`config.mk`:
```
export PLATFORM = sky130hd
export DESIGN_NAME = icc_top
export DESIGN_NICKNAME = d
export VERILOG_FILES = /design/src/hw/icc_pkg.sv /design/src/hw/icc_fifo.sv /design/src/hw/icc_top.sv
export VERILOG_INCLUDE_DIRS = /design/src /design/src/hw
export SDC_FILE = /design/constraint.sdc
export NUM_CORES = 1
export LEC_CHECK = 0
export BUFFER_PORTS_ARGS = -buffer_cell sky130_fd_sc_hd__buf_2
export CAP_MARGIN = 0
export CORE_ASPECT_RATIO = 1.25
export CORE_MARGIN = 5
export CORE_UTILIZATION = 65
export DETAILED_ROUTE_END_ITERATION = 12
export PLACE_DENSITY = 0.85
export SETUP_SLACK_MARGIN = 0.2
export SLEW_MARGIN = 25
export SYNTH_ARGS = -nofsm -noshare
export SYNTH_HDL_FRONTEND = slang
export SYNTH_HIERARCHICAL = 1
export SYNTH_SLANG_ARGS = --single-unit
```
`constraint.sdc`:
```
create_clock -name clock -period 6 [get_ports clock]
set_clock_uncertainty 0.2 [all_clocks]
set_input_delay 0.9 -clock clock [delete_from_list [all_inputs] [get_ports clock]]
set_output_delay 0.9 -clock clock [all_outputs]
set_load 0.005 [all_outputs]
```
`src/hw/icc_defs.svh`:
```
// Offsets, field positions, reset values and timing counts of the IR carrier block
// How it works
// - Run-length bit set: transmit bytes are run codes, receive emits run codes.
// - Code byte: MSB is bit value, low seven bits are run length minus one.
// - Sampling bit: 0 samples once per bit time, 1 oversamples.
// - Receive range bit: 0 low carrier window, 1 high carrier window.
// - Demodulator disable bit bypasses the internal demodulator.
// - Enabled demodulator checks carrier spacing and builds the envelope.
// - Transmit range bit: 0 low carrier period, 1 high carrier period.
// - Mode 00: carrier pulses for the whole of every zero bit.
// - Mode 01: eight carrier pulses when zeros follow a one.
// - Mode 10: six carrier pulses when zeros follow a one.
// - Offset 03h is the bank select register itself, reachable here.
// - Offset 04h drives dongle mode unless automatic configuration is on.
// - Low control bit reads the adapter identification pin when it is input.
// - Writing 1 to pulse bit drives transmit high for 64 us, restartable.
// - Force bit holds the transmit output high.
// - Receive level bit reads the synchronised receive input.
// - Control field drives dongle select lines when they are outputs.
`ifndef ICC_DEFS_SVH
`define ICC_DEFS_SVH

`define ICC_OFS_CIR   3'h2
`define ICC_OFS_BANK  3'h3
`define ICC_OFS_XCV   3'h4

`define ICC_B_RLEN    7
`define ICC_B_OVS     6
`define ICC_B_RXHI    5
`define ICC_B_DMDIS   4
`define ICC_B_TXHI    2
`define ICC_B_MMD     0
`define ICC_CIR_WMASK 8'hf7

`define ICC_B_TRIG    7
`define ICC_B_FORCE   5
`define ICC_B_RXLV    4
`define ICC_B_CTL     0

`define ICC_RST_CIR   8'h00
`define ICC_RST_BANK  8'h00
`define ICC_RST_FORCE 1'b0
`define ICC_RST_CTL   3'h0

`define ICC_CLK_MHZ   100
`define ICC_PULSE_US  64
`define ICC_PULSE_CYC (`ICC_PULSE_US * `ICC_CLK_MHZ)

`define ICC_CLK_DKHZ  1000000
`define ICC_LO_FMIN   300
`define ICC_LO_FMAX   569
`define ICC_HI_FMIN   4000
`define ICC_HI_FMAX   4800

`define ICC_BURST8    4'h8
`define ICC_BURST6    4'h6
`define ICC_RUN_MAX   7'h7f

`endif

```
`src/hw/icc_pkg.sv`:
```
// Types shared by the IR carrier block
package icc_pkg;

  typedef enum logic [1:0] {
    ICC_MOD_CONT  = 2'b00,
    ICC_MOD_EIGHT = 2'b01,
    ICC_MOD_SIX   = 2'b10,
    ICC_MOD_RSVD  = 2'b11
  } icc_mod_type;

  typedef enum logic [1:0] {
    ICC_TX_IDLE = 2'b01,
    ICC_TX_SEND = 2'b10
  } icc_tx_type;

endpackage

```
`src/hw/icc_fifo.sv`:
```
// Small synchronous FIFO for transmit bytes
`timescale 1ns/1ps
`default_nettype none
module icc_fifo #(
  parameter int WIDTH = 8,
  parameter int DEPTH = 4
)(
  input  wire logic             clock,
  input  wire logic             nrst,
  input  wire logic [WIDTH-1:0] inData,
  input  wire logic             inValid,
  output logic                  inReady,
  output logic      [WIDTH-1:0] outData,
  output logic                  outValid,
  input  wire logic             outReady
);
  localparam int AW = (DEPTH > 1) ? $clog2(DEPTH) : 1;

  generate
    if (DEPTH < 2 || WIDTH < 1) begin : g_bad
      $error("icc_fifo: depth below 2 or zero width");
    end
  endgenerate

  logic [WIDTH-1:0] mem [DEPTH];
  logic [AW-1:0]    wrPtr_q;
  logic [AW-1:0]    rdPtr_q;
  logic [AW:0]      count_q;
  logic             push;
  logic             pop;

  assign inReady  = count_q != (AW+1)'(DEPTH);
  assign outValid = count_q != '0;
  assign outData  = mem[rdPtr_q];
  assign push     = inValid && inReady;
  assign pop      = outValid && outReady;

  always_ff @(posedge clock) begin
    if (push) begin
      mem[wrPtr_q] <= inData;
    end
  end

  always_ff @(posedge clock or negedge nrst) begin
    if (!nrst) begin
      wrPtr_q <= '0;
      rdPtr_q <= '0;
      count_q <= '0;
    end else begin
      if (push) begin
        wrPtr_q <= (wrPtr_q == AW'(DEPTH-1)) ? '0 : wrPtr_q + 1'b1;
      end
      if (pop) begin
        rdPtr_q <= (rdPtr_q == AW'(DEPTH-1)) ? '0 : rdPtr_q + 1'b1;
      end
      if (push && !pop) begin
        count_q <= count_q + 1'b1;
      end else if (pop && !push) begin
        count_q <= count_q - 1'b1;
      end
    end
  end
endmodule // icc_fifo
`default_nettype wire

```
`src/hw/icc_top.sv`:
```
// Consumer IR configuration, modulator, demodulator and transceiver control
`timescale 1ns/1ps
`default_nettype none
`include "icc_defs.svh"
module icc_top #(
  parameter int BIT_CYC    = 16,
  parameter int OVS_CYC    = 1,
  parameter int CAR_LO_CYC = 2778,
  parameter int CAR_HI_CYC = 222,
  parameter int PULSE_CYC  = `ICC_PULSE_CYC,
  parameter int FIFO_DEPTH = 4
)(
  input  wire logic       clock,
  input  wire logic       nrst,
  input  wire logic [2:0] regAddr,
  input  wire logic       regWrite,
  input  wire logic       regRead,
  input  wire logic [7:0] regWrData,
  output logic      [7:0] regRdData,
  input  wire logic [7:0] txData,
  input  wire logic       txValid,
  output logic            txReady,
  output logic      [7:0] rxData,
  output logic            rxValid,
  input  wire logic       irRxIn,
  output logic            infraredTxOut,
  output logic            rxEnvelope,
  input  wire logic       sel0In,
  input  wire logic       sel0AsOutput,
  input  wire logic       autoConfigEnable,
  input  wire logic [2:0] autoModeSelect,
  output logic      [2:0] dongleModeSelect,
  output logic      [2:0] dongleModeOe_n,
  output logic      [7:0] bankSelectMirror,
  output logic            rxSamplingSelect,
  output logic            rxCarrierRange,
  output logic            demodulatorDisable,
  output logic            txSubcarrierRange,
  output icc_pkg::icc_mod_type modulatorMode
);
  import icc_pkg::*;

  localparam int PW = $clog2(PULSE_CYC + 1);
  localparam logic [11:0] LO_GMIN = 12'(`ICC_CLK_DKHZ / `ICC_LO_FMAX);
  localparam logic [11:0] LO_GMAX = 12'(`ICC_CLK_DKHZ / `ICC_LO_FMIN);
  localparam logic [11:0] HI_GMIN = 12'(`ICC_CLK_DKHZ / `ICC_HI_FMAX);
  localparam logic [11:0] HI_GMAX = 12'(`ICC_CLK_DKHZ / `ICC_HI_FMIN);

  generate
    if (BIT_CYC < 2 || OVS_CYC < 1 || BIT_CYC > 65535 || OVS_CYC > 65535 ||
        CAR_LO_CYC < 2 || CAR_HI_CYC < 2 || CAR_LO_CYC > 4095 ||
        CAR_HI_CYC > 4095 || PULSE_CYC < 2 || FIFO_DEPTH < 2) begin : g_bad
      $error("icc_top: parameter out of range");
    end
  endgenerate

  // ****************************************
  // Register file
  // ****************************************
  logic [7:0]    cirCfg_q;
  logic [7:0]    bank_q;
  logic          trig_q;
  logic          force_q;
  logic [2:0]    ctl_q;
  logic [PW-1:0] pulseCnt_q;
  logic [7:0]    rdData_q;
  logic          wrCir;
  logic          wrBank;
  logic          wrXcv;
  logic          rxMeta_q;
  logic          rxSync_q;
  logic          sel0Meta_q;
  logic          sel0Sync_q;

  assign wrCir  = regWrite && (regAddr == `ICC_OFS_CIR);
  assign wrBank = regWrite && (regAddr == `ICC_OFS_BANK);
  assign wrXcv  = regWrite && (regAddr == `ICC_OFS_XCV);

  always_ff @(posedge clock or negedge nrst) begin
    if (!nrst) begin
      cirCfg_q <= `ICC_RST_CIR;
    end else if (wrCir) begin
      cirCfg_q <= regWrData & `ICC_CIR_WMASK;
    end
  end

  always_ff @(posedge clock or negedge nrst) begin
    if (!nrst) begin
      bank_q <= `ICC_RST_BANK;
    end else if (wrBank) begin
      bank_q <= regWrData;
    end
  end

  // pin bit ignores writes as input
  always_ff @(posedge clock or negedge nrst) begin
    if (!nrst) begin
      force_q <= `ICC_RST_FORCE;
      ctl_q   <= `ICC_RST_CTL;
    end else if (wrXcv) begin
      force_q    <= regWrData[`ICC_B_FORCE];
      ctl_q[2:1] <= regWrData[`ICC_B_CTL+1 +: 2];
      if (sel0AsOutput) begin
        ctl_q[0] <= regWrData[`ICC_B_CTL];
      end
    end
  end

  always_ff @(posedge clock or negedge nrst) begin
    if (!nrst) begin
      trig_q     <= 1'b0;
      pulseCnt_q <= '0;
    end else if (wrXcv && regWrData[`ICC_B_TRIG]) begin
      trig_q     <= 1'b1;
      pulseCnt_q <= PW'(PULSE_CYC - 1);
    end else if (trig_q) begin
      if (pulseCnt_q == '0) begin
        trig_q <= 1'b0;
      end else begin
        pulseCnt_q <= pulseCnt_q - 1'b1;
      end
    end
  end

  // Pins are asynchronous to the clock
  always_ff @(posedge clock or negedge nrst) begin
    if (!nrst) begin
      rxMeta_q   <= 1'b0;
      rxSync_q   <= 1'b0;
      sel0Meta_q <= 1'b0;
      sel0Sync_q <= 1'b0;
    end else begin
      rxMeta_q   <= irRxIn;
      rxSync_q   <= rxMeta_q;
      sel0Meta_q <= sel0In;
      sel0Sync_q <= sel0Meta_q;
    end
  end

  always_ff @(posedge clock or negedge nrst) begin
    if (!nrst) begin
      rdData_q <= 8'h00;
    end else if (regRead) begin
      case (regAddr)
        `ICC_OFS_CIR:  rdData_q <= cirCfg_q;
        `ICC_OFS_BANK: rdData_q <= bank_q;
        `ICC_OFS_XCV:  rdData_q <= {trig_q, 1'b0, force_q, rxSync_q, 1'b0,
                                    ctl_q[2:1],
                                    sel0AsOutput ? ctl_q[0] : sel0Sync_q};
        default:       rdData_q <= 8'h00;
      endcase
    end
  end

  assign regRdData          = rdData_q;
  assign bankSelectMirror   = bank_q;
  assign rxSamplingSelect   = cirCfg_q[`ICC_B_OVS];
  assign rxCarrierRange     = cirCfg_q[`ICC_B_RXHI];
  assign demodulatorDisable = cirCfg_q[`ICC_B_DMDIS];
  assign txSubcarrierRange  = cirCfg_q[`ICC_B_TXHI];
  assign modulatorMode      = icc_mod_type'(cirCfg_q[`ICC_B_MMD +: 2]);

  // ****************************************
  // Dongle select lines
  // ****************************************
  logic [2:0] donSel_q;
  logic [2:0] donOe_n_q;

  always_ff @(posedge clock or negedge nrst) begin
    if (!nrst) begin
      donSel_q  <= 3'h0;
      donOe_n_q <= 3'h1;
    end else begin
      donSel_q  <= autoConfigEnable ? autoModeSelect : ctl_q;
      donOe_n_q <= {2'b00, !sel0AsOutput};
    end
  end

  assign dongleModeSelect = donSel_q;
  assign dongleModeOe_n   = donOe_n_q;

  // ****************************************
  // Receive demodulator
  // ****************************************
  logic        rxPrev_q;
  logic [11:0] gap_q;
  logic        env_q;
  logic [11:0] gMin;
  logic [11:0] gMax;
  logic        rxRise;
  logic        envelope;

  assign gMin   = rxCarrierRange ? HI_GMIN : LO_GMIN;
  assign gMax   = rxCarrierRange ? HI_GMAX : LO_GMAX;
  assign rxRise = rxSync_q && !rxPrev_q;

  always_ff @(posedge clock or negedge nrst) begin
    if (!nrst) begin
      rxPrev_q <= 1'b0;
      gap_q    <= 12'hfff;
      env_q    <= 1'b0;
    end else begin
      rxPrev_q <= rxSync_q;
      if (rxRise) begin
        env_q <= (gap_q >= gMin) && (gap_q <= gMax);
        gap_q <= 12'h000;
      end else begin
        if (gap_q != 12'hfff) begin
          gap_q <= gap_q + 1'b1;
        end
        if (gap_q > gMax) begin
          env_q <= 1'b0;
        end
      end
    end
  end

  assign envelope   = demodulatorDisable ? rxSync_q : env_q;
  assign rxEnvelope = envelope;

  // ****************************************
  // Receive sampler and byte builder
  // ****************************************
  logic [15:0] sampCnt_q;
  logic        sampTick;
  logic        rxBit;
  logic [7:0]  rxShift_q;
  logic [2:0]  rxCount_q;
  logic        runVal_q;
  logic [6:0]  runCnt_q;
  logic        runHave_q;
  logic [7:0]  rxData_q;
  logic        rxValid_q;

  assign sampTick = sampCnt_q == 16'h0000;
  // Carrier present means a zero bit
  assign rxBit    = !envelope;

  always_ff @(posedge clock or negedge nrst) begin
    if (!nrst) begin
      sampCnt_q <= 16'h0000;
    end else if (sampTick) begin
      sampCnt_q <= rxSamplingSelect ? 16'(OVS_CYC - 1) : 16'(BIT_CYC - 1);
    end else begin
      sampCnt_q <= sampCnt_q - 1'b1;
    end
  end

  always_ff @(posedge clock or negedge nrst) begin
    if (!nrst) begin
      rxShift_q <= 8'h00;
      rxCount_q <= 3'h0;
      runVal_q  <= 1'b0;
      runCnt_q  <= 7'h00;
      runHave_q <= 1'b0;
      rxData_q  <= 8'h00;
      rxValid_q <= 1'b0;
    end else begin
      rxValid_q <= 1'b0;
      if (!cirCfg_q[`ICC_B_RLEN]) begin
        runHave_q <= 1'b0;
      end
      if (sampTick) begin
        if (cirCfg_q[`ICC_B_RLEN]) begin
          if (!runHave_q) begin
            runHave_q <= 1'b1;
            runVal_q  <= rxBit;
            runCnt_q  <= 7'h00;
          end else if (rxBit == runVal_q && runCnt_q != `ICC_RUN_MAX) begin
            runCnt_q <= runCnt_q + 1'b1;
          end else begin
            rxData_q  <= {runVal_q, runCnt_q};
            rxValid_q <= 1'b1;
            runVal_q  <= rxBit;
            runCnt_q  <= 7'h00;
          end
        end else begin
          rxShift_q <= {rxBit, rxShift_q[7:1]};
          rxCount_q <= rxCount_q + 1'b1;
          if (rxCount_q == 3'h7) begin
            rxData_q  <= {rxBit, rxShift_q[7:1]};
            rxValid_q <= 1'b1;
          end
        end
      end
    end
  end

  assign rxData  = rxData_q;
  assign rxValid = rxValid_q;

  // ****************************************
  // Transmit buffer and serialiser
  // ****************************************
  logic [7:0]  fData;
  logic        fValid;
  logic        fReady;
  icc_tx_type  state_q;
  logic [15:0] bitCnt_q;
  logic [6:0]  bitsLeft_q;
  logic [7:0]  txShift_q;
  logic        rleBit_q;
  logic        rleMode_q;
  logic        bitEnd;
  logic        lastBit;
  logic        take;
  logic        curBit;

  // Deeper buffering only hides software latency
  icc_fifo #(
    .WIDTH (8),
    .DEPTH (FIFO_DEPTH)
  ) u_fifo (
    .clock    (clock),
    .nrst     (nrst),
    .inData   (txData),
    .inValid  (txValid),
    .inReady  (txReady),
    .outData  (fData),
    .outValid (fValid),
    .outReady (fReady)
  );

  assign bitEnd  = (state_q == ICC_TX_SEND) && (bitCnt_q == 16'h0000);
  assign lastBit = bitEnd && (bitsLeft_q == 7'h00);
  assign fReady  = (state_q == ICC_TX_IDLE) || lastBit;
  assign take    = fValid && fReady;

  always_ff @(posedge clock or negedge nrst) begin
    if (!nrst) begin
      state_q    <= ICC_TX_IDLE;
      bitCnt_q   <= 16'h0000;
      bitsLeft_q <= 7'h00;
      txShift_q  <= 8'hff;
      rleBit_q   <= 1'b1;
      rleMode_q  <= 1'b0;
    end else begin
      case (state_q)
        ICC_TX_IDLE, ICC_TX_SEND: begin
          if (take) begin
            state_q   <= ICC_TX_SEND;
            bitCnt_q  <= 16'(BIT_CYC - 1);
            rleMode_q <= cirCfg_q[`ICC_B_RLEN];
            if (cirCfg_q[`ICC_B_RLEN]) begin
              rleBit_q   <= fData[7];
              bitsLeft_q <= fData[6:0];
            end else begin
              txShift_q  <= fData;
              bitsLeft_q <= 7'h07;
            end
          end else if (lastBit) begin
            state_q <= ICC_TX_IDLE;
          end else if (bitEnd) begin
            bitCnt_q   <= 16'(BIT_CYC - 1);
            bitsLeft_q <= bitsLeft_q - 1'b1;
            txShift_q  <= {1'b1, txShift_q[7:1]};
          end else if (state_q == ICC_TX_SEND) begin
            bitCnt_q <= bitCnt_q - 1'b1;
          end
        end
        default: begin
          state_q <= ICC_TX_IDLE;
        end
      endcase
    end
  end

  // Idle line is a one, so no light
  assign curBit = (state_q != ICC_TX_SEND) ? 1'b1 :
                  (rleMode_q ? rleBit_q : txShift_q[0]);

  // ****************************************
  // Modulator
  // ****************************************
  logic        prevBit_q;
  logic        fall;
  logic [11:0] carCnt_q;
  logic [11:0] carPer;
  logic        carWrap;
  logic        wave;
  logic [3:0]  burst_q;
  logic        modOut;
  logic        txOut_q;

  assign carPer  = txSubcarrierRange ? 12'(CAR_HI_CYC) : 12'(CAR_LO_CYC);
  assign carWrap = carCnt_q >= carPer - 1'b1;
  assign wave    = carCnt_q < (carPer >> 1);
  assign fall    = prevBit_q && !curBit;

  always_ff @(posedge clock or negedge nrst) begin
    if (!nrst) begin
      prevBit_q <= 1'b1;
      carCnt_q  <= 12'h000;
    end else begin
      prevBit_q <= curBit;
      if (fall || carWrap) begin
        carCnt_q <= 12'h000;
      end else begin
        carCnt_q <= carCnt_q + 1'b1;
      end
    end
  end

  always_ff @(posedge clock or negedge nrst) begin
    if (!nrst) begin
      burst_q <= 4'h0;
    end else if (fall) begin
      case (modulatorMode)
        ICC_MOD_EIGHT: burst_q <= `ICC_BURST8;
        ICC_MOD_SIX:   burst_q <= `ICC_BURST6;
        default:       burst_q <= 4'h0;
      endcase
    end else if (carWrap && burst_q != 4'h0) begin
      burst_q <= burst_q - 1'b1;
    end
  end

  always_comb begin
    case (modulatorMode)
      ICC_MOD_CONT:  modOut = !curBit && wave;
      ICC_MOD_EIGHT: modOut = (burst_q != 4'h0) && wave;
      ICC_MOD_SIX:   modOut = (burst_q != 4'h0) && wave;
      default:       modOut = 1'b0;
    endcase
  end

  always_ff @(posedge clock or negedge nrst) begin
    if (!nrst) begin
      txOut_q <= 1'b0;
    end else begin
      txOut_q <= force_q || trig_q || modOut;
    end
  end

  assign infraredTxOut = txOut_q;
endmodule // icc_top
`default_nettype wire
```
# Word level (Yosys, flattened, before mapping)
# Memories as Yosys holds them, arrays and structs flattened.
# Cells that the tools add are included.
[classes]
bitwise = 1
magnitude_cmp = 5
n_addsub = 14
shifts = 0
muxes = 64
reduce_logical = 55
n_div = 0
multipliers = 0
eq_ne = 22
[op_table]
columns = ["cell", "count"]
rows = [
  ["2-to-1 mux 16 bit", 5],
  ["2-to-1 mux 8 bit", 8],
  ["2-to-1 mux 12 bit", 5],
  ["2-to-1 mux 7 bit", 6],
  ["2-to-1 mux 13 bit", 3],
  ["zero test 16 bit", 2],
  ["subtractor 16 x 1 -> 16 bit (second input constant)", 2],
  ["adder 12 x 1 -> 12 bit (second input constant)", 2],
  ["case mux 8 bit (3 select lines)", 1],
  ["2-to-1 mux 1 bit", 22],
  ["logical AND 1 bit", 17],
  ["nonzero test 2 bit", 7],
  ["zero test 13 bit", 1],
  ["subtractor 13 x 1 -> 13 bit (second input constant)", 1],
  [">= comparator 12 x 11 -> 1 bit", 1],
  [">= comparator 12 bit", 1],
  ["greater-than comparator 12 bit", 1],
  ["less-or-equal comparator 12 bit", 1],
  ["< comparator 12 x 11 -> 1 bit", 1],
  ["2-to-1 mux 4 bit", 3],
  ["!= test 12 bit (second input constant)", 1],
  ["AND reduction 3 bit", 4],
  ["subtractor 12 x 1 -> 12 bit (second input constant)", 1],
  ["2-to-1 mux 11 bit", 1],
  ["other kinds (30)", 64],
]
[totals]
out_inout_bits = 40
register_bits = 168
latchBits = 0
rom_bits = 0
mem_count = 1
mem_bits_rw = 32
inputBits = 31
[memory_table]
columns = ["name", "depth", "width", "read_ports", "rd_clocked_by_memory_dff", "wr", "line", "rtl"]
rows = [
  ["u_fifo.mem", 4, 8, 1, 0, 1, "icc_fifo.sv:25", "logic [WIDTH-1:0] mem [DEPTH];"],
]

# Logic depth before layout (Yosys ltp)
[depth]
word_depth = 8
mapped_depth = 13

# By module
# The synthesis kept the hierarchy.
[modules_own_cells]
columns = ["mod", "instances", "cells_per_inst", "area_each_um2"]
rows = [
  ["icc_top", 1, 838, 8293.0],
  ["icc_fifo", 1, 79, 1599.0],
]

# Worst setup path before layout
# No wires, ideal clock.
[synth_path]
path_kind = "register to register"
from = "register state_q[0]"
to = "register u_fifo.count_q[1]"
required_ns = 5.675
path_slack_ns = 3.171
period_less_slack_ns = 2.829
arrival_ns = 2.504
setup_ns = 0.125
path_stages_with_launch = 12
cell_sequence = "dfstp_2 > inv_1 > ha_1 > nor4bb_1 > nand4_1 > buf_2 > o21bai_1 > nand2_4 > ha_1 > inv_1 > fa_1 > mux2_2"
[synth_via]
elab_chain_cells = 8
elab_cells_between_ends = 11
[synth_rtl]
columns = ["item", "line", "rtl"]
rows = [
  ["start: declaration", "icc_top.sv:298", "icc_tx_type state_q;"],
  ["start signal: assignment", "icc_top.sv:331", "state_q <= ICC_TX_IDLE;"],
  ["start signal: assignment", "icc_top.sv:341", "state_q <= ICC_TX_SEND;"],
  ["start signal: assignment", "icc_top.sv:352", "state_q <= ICC_TX_IDLE;"],
  ["equality test 2 bit", "icc_top.sv:324", "assign bitEnd = (state_q == ICC_TX_SEND) && (bitCnt_q == 16'h0000);"],
  ["logical AND 1 bit", "icc_top.sv:324", ""],
  ["logical AND 1 bit", "icc_top.sv:325", "assign lastBit = bitEnd && (bitsLeft_q == 7'h00);"],
  ["logical OR 1 bit *", "icc_top.sv:326", "assign fReady = (state_q == ICC_TX_IDLE) || lastBit;"],
  ["via fReady", "icc_top.sv:297", "logic fReady;"],
  ["logical AND 1 bit *", "icc_fifo.sv:36", "assign pop = outValid && outReady;"],
  ["zero test 1 bit", "icc_fifo.sv:56", "if (push && !pop) begin"],
  ["logical AND 1 bit", "icc_fifo.sv:56", ""],
  ["2-to-1 mux 3 bit or nonzero test 2 bit (tied branches)", "-", ""],
  ["end signal: assignment", "icc_fifo.sv:57", "count_q <= count_q + 1'b1;"],
  ["end signal: assignment", "icc_fifo.sv:59", "count_q <= count_q - 1'b1;"],
  ["end: declaration", "icc_fifo.sv:28", "logic [AW:0] count_q;"],
]
# The timed path passes the listed nets; every way through them passes the cells marked *.
# A chain may end at the register's enable or synchronous reset.

# Worst setup path after layout
# Ends and elaborated chain as after synthesis.

==> results.txt <==
multiplexer share of the synthesized area: 0.0772
Max stage delay cell, worst path: o21bai_1
Post-Route Utilization: 0.733
status: finished clean
CTS Sinks: 199
crit end category: flip-flop
depth of the CTS H-tree: 4
synthesis-to-finish area growth: 10.8%
R2R Setup Slk: 2.69 ns
Hold WC Path Type: flip-flop to flip-flop
peak supply drop: 0.317 mV
TritonCTS clock tree: built
1st-iter DRT viols: 383
number of enable flip-flop cells after synthesis: 32
vias per cell: 6.05
Slew Viols, Final: 0
HPWL after DPL: 14400 um
gpl congestion: 0.868
post-place setup slack: 2.73 ns
wire per inst: 17.6 um
Num CTS Buffers: 17
final worst slack: 2.69 ns
Clk pwr share: 0.248
count of TritonRoute iterations in the first routing pass: 5
minimum clock period: 3.31 ns
post-CTS setup buffer count: 0
Total Nets Final: 1055
PD cells: 403 nW/um2
critical path startpoint category: flip-flop
Row Count: 50
Worst slew margin: 0.369
first-pass GRT wire length: 34700 um
final hold vios: 0
Syn Area/Cell: 10.8 um2
Tcrit/Tclk final: 0.552
max cap viols: 0
Critical Path AT: 3.44 ns
Clock Tree Root: clkbuf_16
FMAX: 0.302 GHz
CTS clock-pin slew for the worst setup and hold paths: 0.08 ns
commonest non-fill, non-tap cell in the layout: dfrtp_1
# resized after CTS: 0
NetSw: 1.57 mW
core area: 15000 um2
Port Buffers: 68
Seq/Total Area, Yosys: 0.523
Top FF cell, synth: dfrtp_1
Post-Synth XOR/XNOR Area: 0.0416
Setup violations, final: 0
worst-path fanout max: 12
routed wire length: 20700 um
async set-or-reset flop fraction in the synthesized netlist: 0.839
via count: 7092
Compound-Gate Fraction of Synth Area: 0.108
Initial Utilization: 0.662
DRC: 0
initial antenna violation count: 1
GRT Total Usage: 0.242
Cell Chain, Critical Path: inv_1, ha_1, nor4bb_1, nand4_1, o21bai_1, nand2_4, ha_1, inv_1, fa_1, mux2_2
RSZ-0062 raised after global routing: false
Sw Share: 0.357
grt total ovfl: 0
synth warn: 6
clk_lat worst skew: 0.44 ns
Cell Area, Synth: 9890 um2
Setup Total Neg Slack: 0 ns
Max Root-Sink Buffers: 2
simple-gate share of the synthesized area: 0.161
commonest non-fill, non-tap cells in the layout: dfrtp_1, nor2_1, nand2_1
cells after synthesis: 917
sequential power share: 0.453
I/O pins: 71
ANT nets after route: 0
Hold-fix buffers, CTS: 0
Worst Path Class, Setup: flip-flop to flip-flop
Power, Total: 4.41 mW
vias in the first global route: 7152
required time of the critical path: 6.13 ns
P_leak: 4.85 nW
Hold Slack: 0.151 ns
Die Span X: 120 um
Synth cell types: 77
n_diodes: 0
worst-margin pin slew: 0.942 ns
combinational family with the most area after synthesis: simple AND/OR/NAND/NOR gates
die area: 17800 um2
Logic pwr share: 0.299
crit-path max cell delay: 0.50 ns
layout cell share with drive strength beyond 1: 0.194
#FFs+latches synth: 199
largest net degree at the start of global routing: 105
die height: 148 um
Internal: 2.84 mW
Adder-Cell Fraction of Synth Area: 0.0589
-- metal layers --
layer  vias to the layer above  global-route usage  part of all wire
li1                       3392                   -                 -
met1                      3485               0.304              0.42
met2                       181               0.424              0.52
met3                        32              0.0486             0.042
met4                         2              0.0726             0.017
met5                         -                   0           0.00063
-- power by group through the flow --
stage	Combinational, mW	Sequential [mW]	Clock [mW]
final	1.32	2.00	1.09
after global routing	1.48	2.05	1.16
after CTS	1.32	2.00	1.11
after detailed placement	1.30	2.02	0
after global placement	1.25	2.00	0
after floorplan	1.01	1.93	0
-- registers in the layout, summed over array words and instances (netlist names), 8 cells and up --
register,cells
carCnt_q,12
txShift_q,8
pulseCnt_q,13
bitCnt_q,16
regRdData,8
u_fifo/mem,32
bankSelectMirror,8
sampCnt_q,16
rxData,8
gap_q,12
-- critical path: cells and delay by family, from the launching register on --
kind	cells	cell delay (ns)
and+or+nand+nor	3	0.87
buffers and inverters	2	0.13
AOI/OAI and AO/OA	1	0.50
adders and majority gates	3	0.86
DFF	1	0.37
muxes	1	0.26
-- final timing paths --
kind,start,endpoint,cells after the start
worst max-delay path,state_q[0]$_DFFE_PN1P_,u_fifo/count_q[1]$_DFFE_PN0P_,10
worst min-delay path,sel0Meta_q$_DFF_PN0_,sel0Sync_q$_DFF_PN0_,0
worst max register to register,state_q[0]$_DFFE_PN1P_,u_fifo/count_q[1]$_DFFE_PN0P_,10
worst min register to register,sel0Meta_q$_DFF_PN0_,sel0Sync_q$_DFF_PN0_,0
max in group asynchronous,nrst,gap_q[7]$_DFFE_PN1P_,2
min in group asynchronous,nrst,u_fifo/rdPtr_q[0]$_DFFE_PN0P_,1
-- Yosys cell counts (14+ instances only) --
library cell    n  area share
a21oi_1        46       0.023
a31oi_1        15      0.0095
and3_1         14      0.0089
clkbuf_1       21      0.0080
dfrtp_1       143        0.36
dfstp_2        24       0.064
edfxtp_1       32       0.097
ha_1           45       0.057
inv_1          41       0.016
mux2_2         34       0.039
mux2i_1        17       0.017
nand2_1        80       0.030
nand3_1        31       0.016
nor2_1         80       0.030
nor3_1         26       0.013
o21ai_0        53       0.027
xnor2_1        21       0.019
xor2_1         26       0.023
-- area by class of cell --
cell class | count | area (um2)
Clock inverter | 15 | 136
Sequential cell | 199 | 5170
Clock buffer | 17 | 425
Tap cell | 182 | 228
Multi-Input combinational cell | 645 | 4430
Timing Repair Buffer | 74 | 412
Inverter | 41 | 154
Fill cell | 1021 | 4000
-- metrics by stage --
stage / cells / instance area [um2]
finish: 1173 / 11000
global route: 1173 / 11000
CTS: 1172 / 10900
detailed placement: 1140 / 10400
global placement: 1140 / 10400
floorplan: 918 / 9900
-- cells by family (layout without fill, tap and decap cells) --
logic type      count (synthesis)  count (layout)
fa+ha+maj                      46              46
other cells                     1               2
simple gates                  317             317
buf+inv                        74             147
mux                            61              61
flops                         199             199
xor+xnor                       47              47
compound gates                172             172
(Power assumes the default switching activity.)
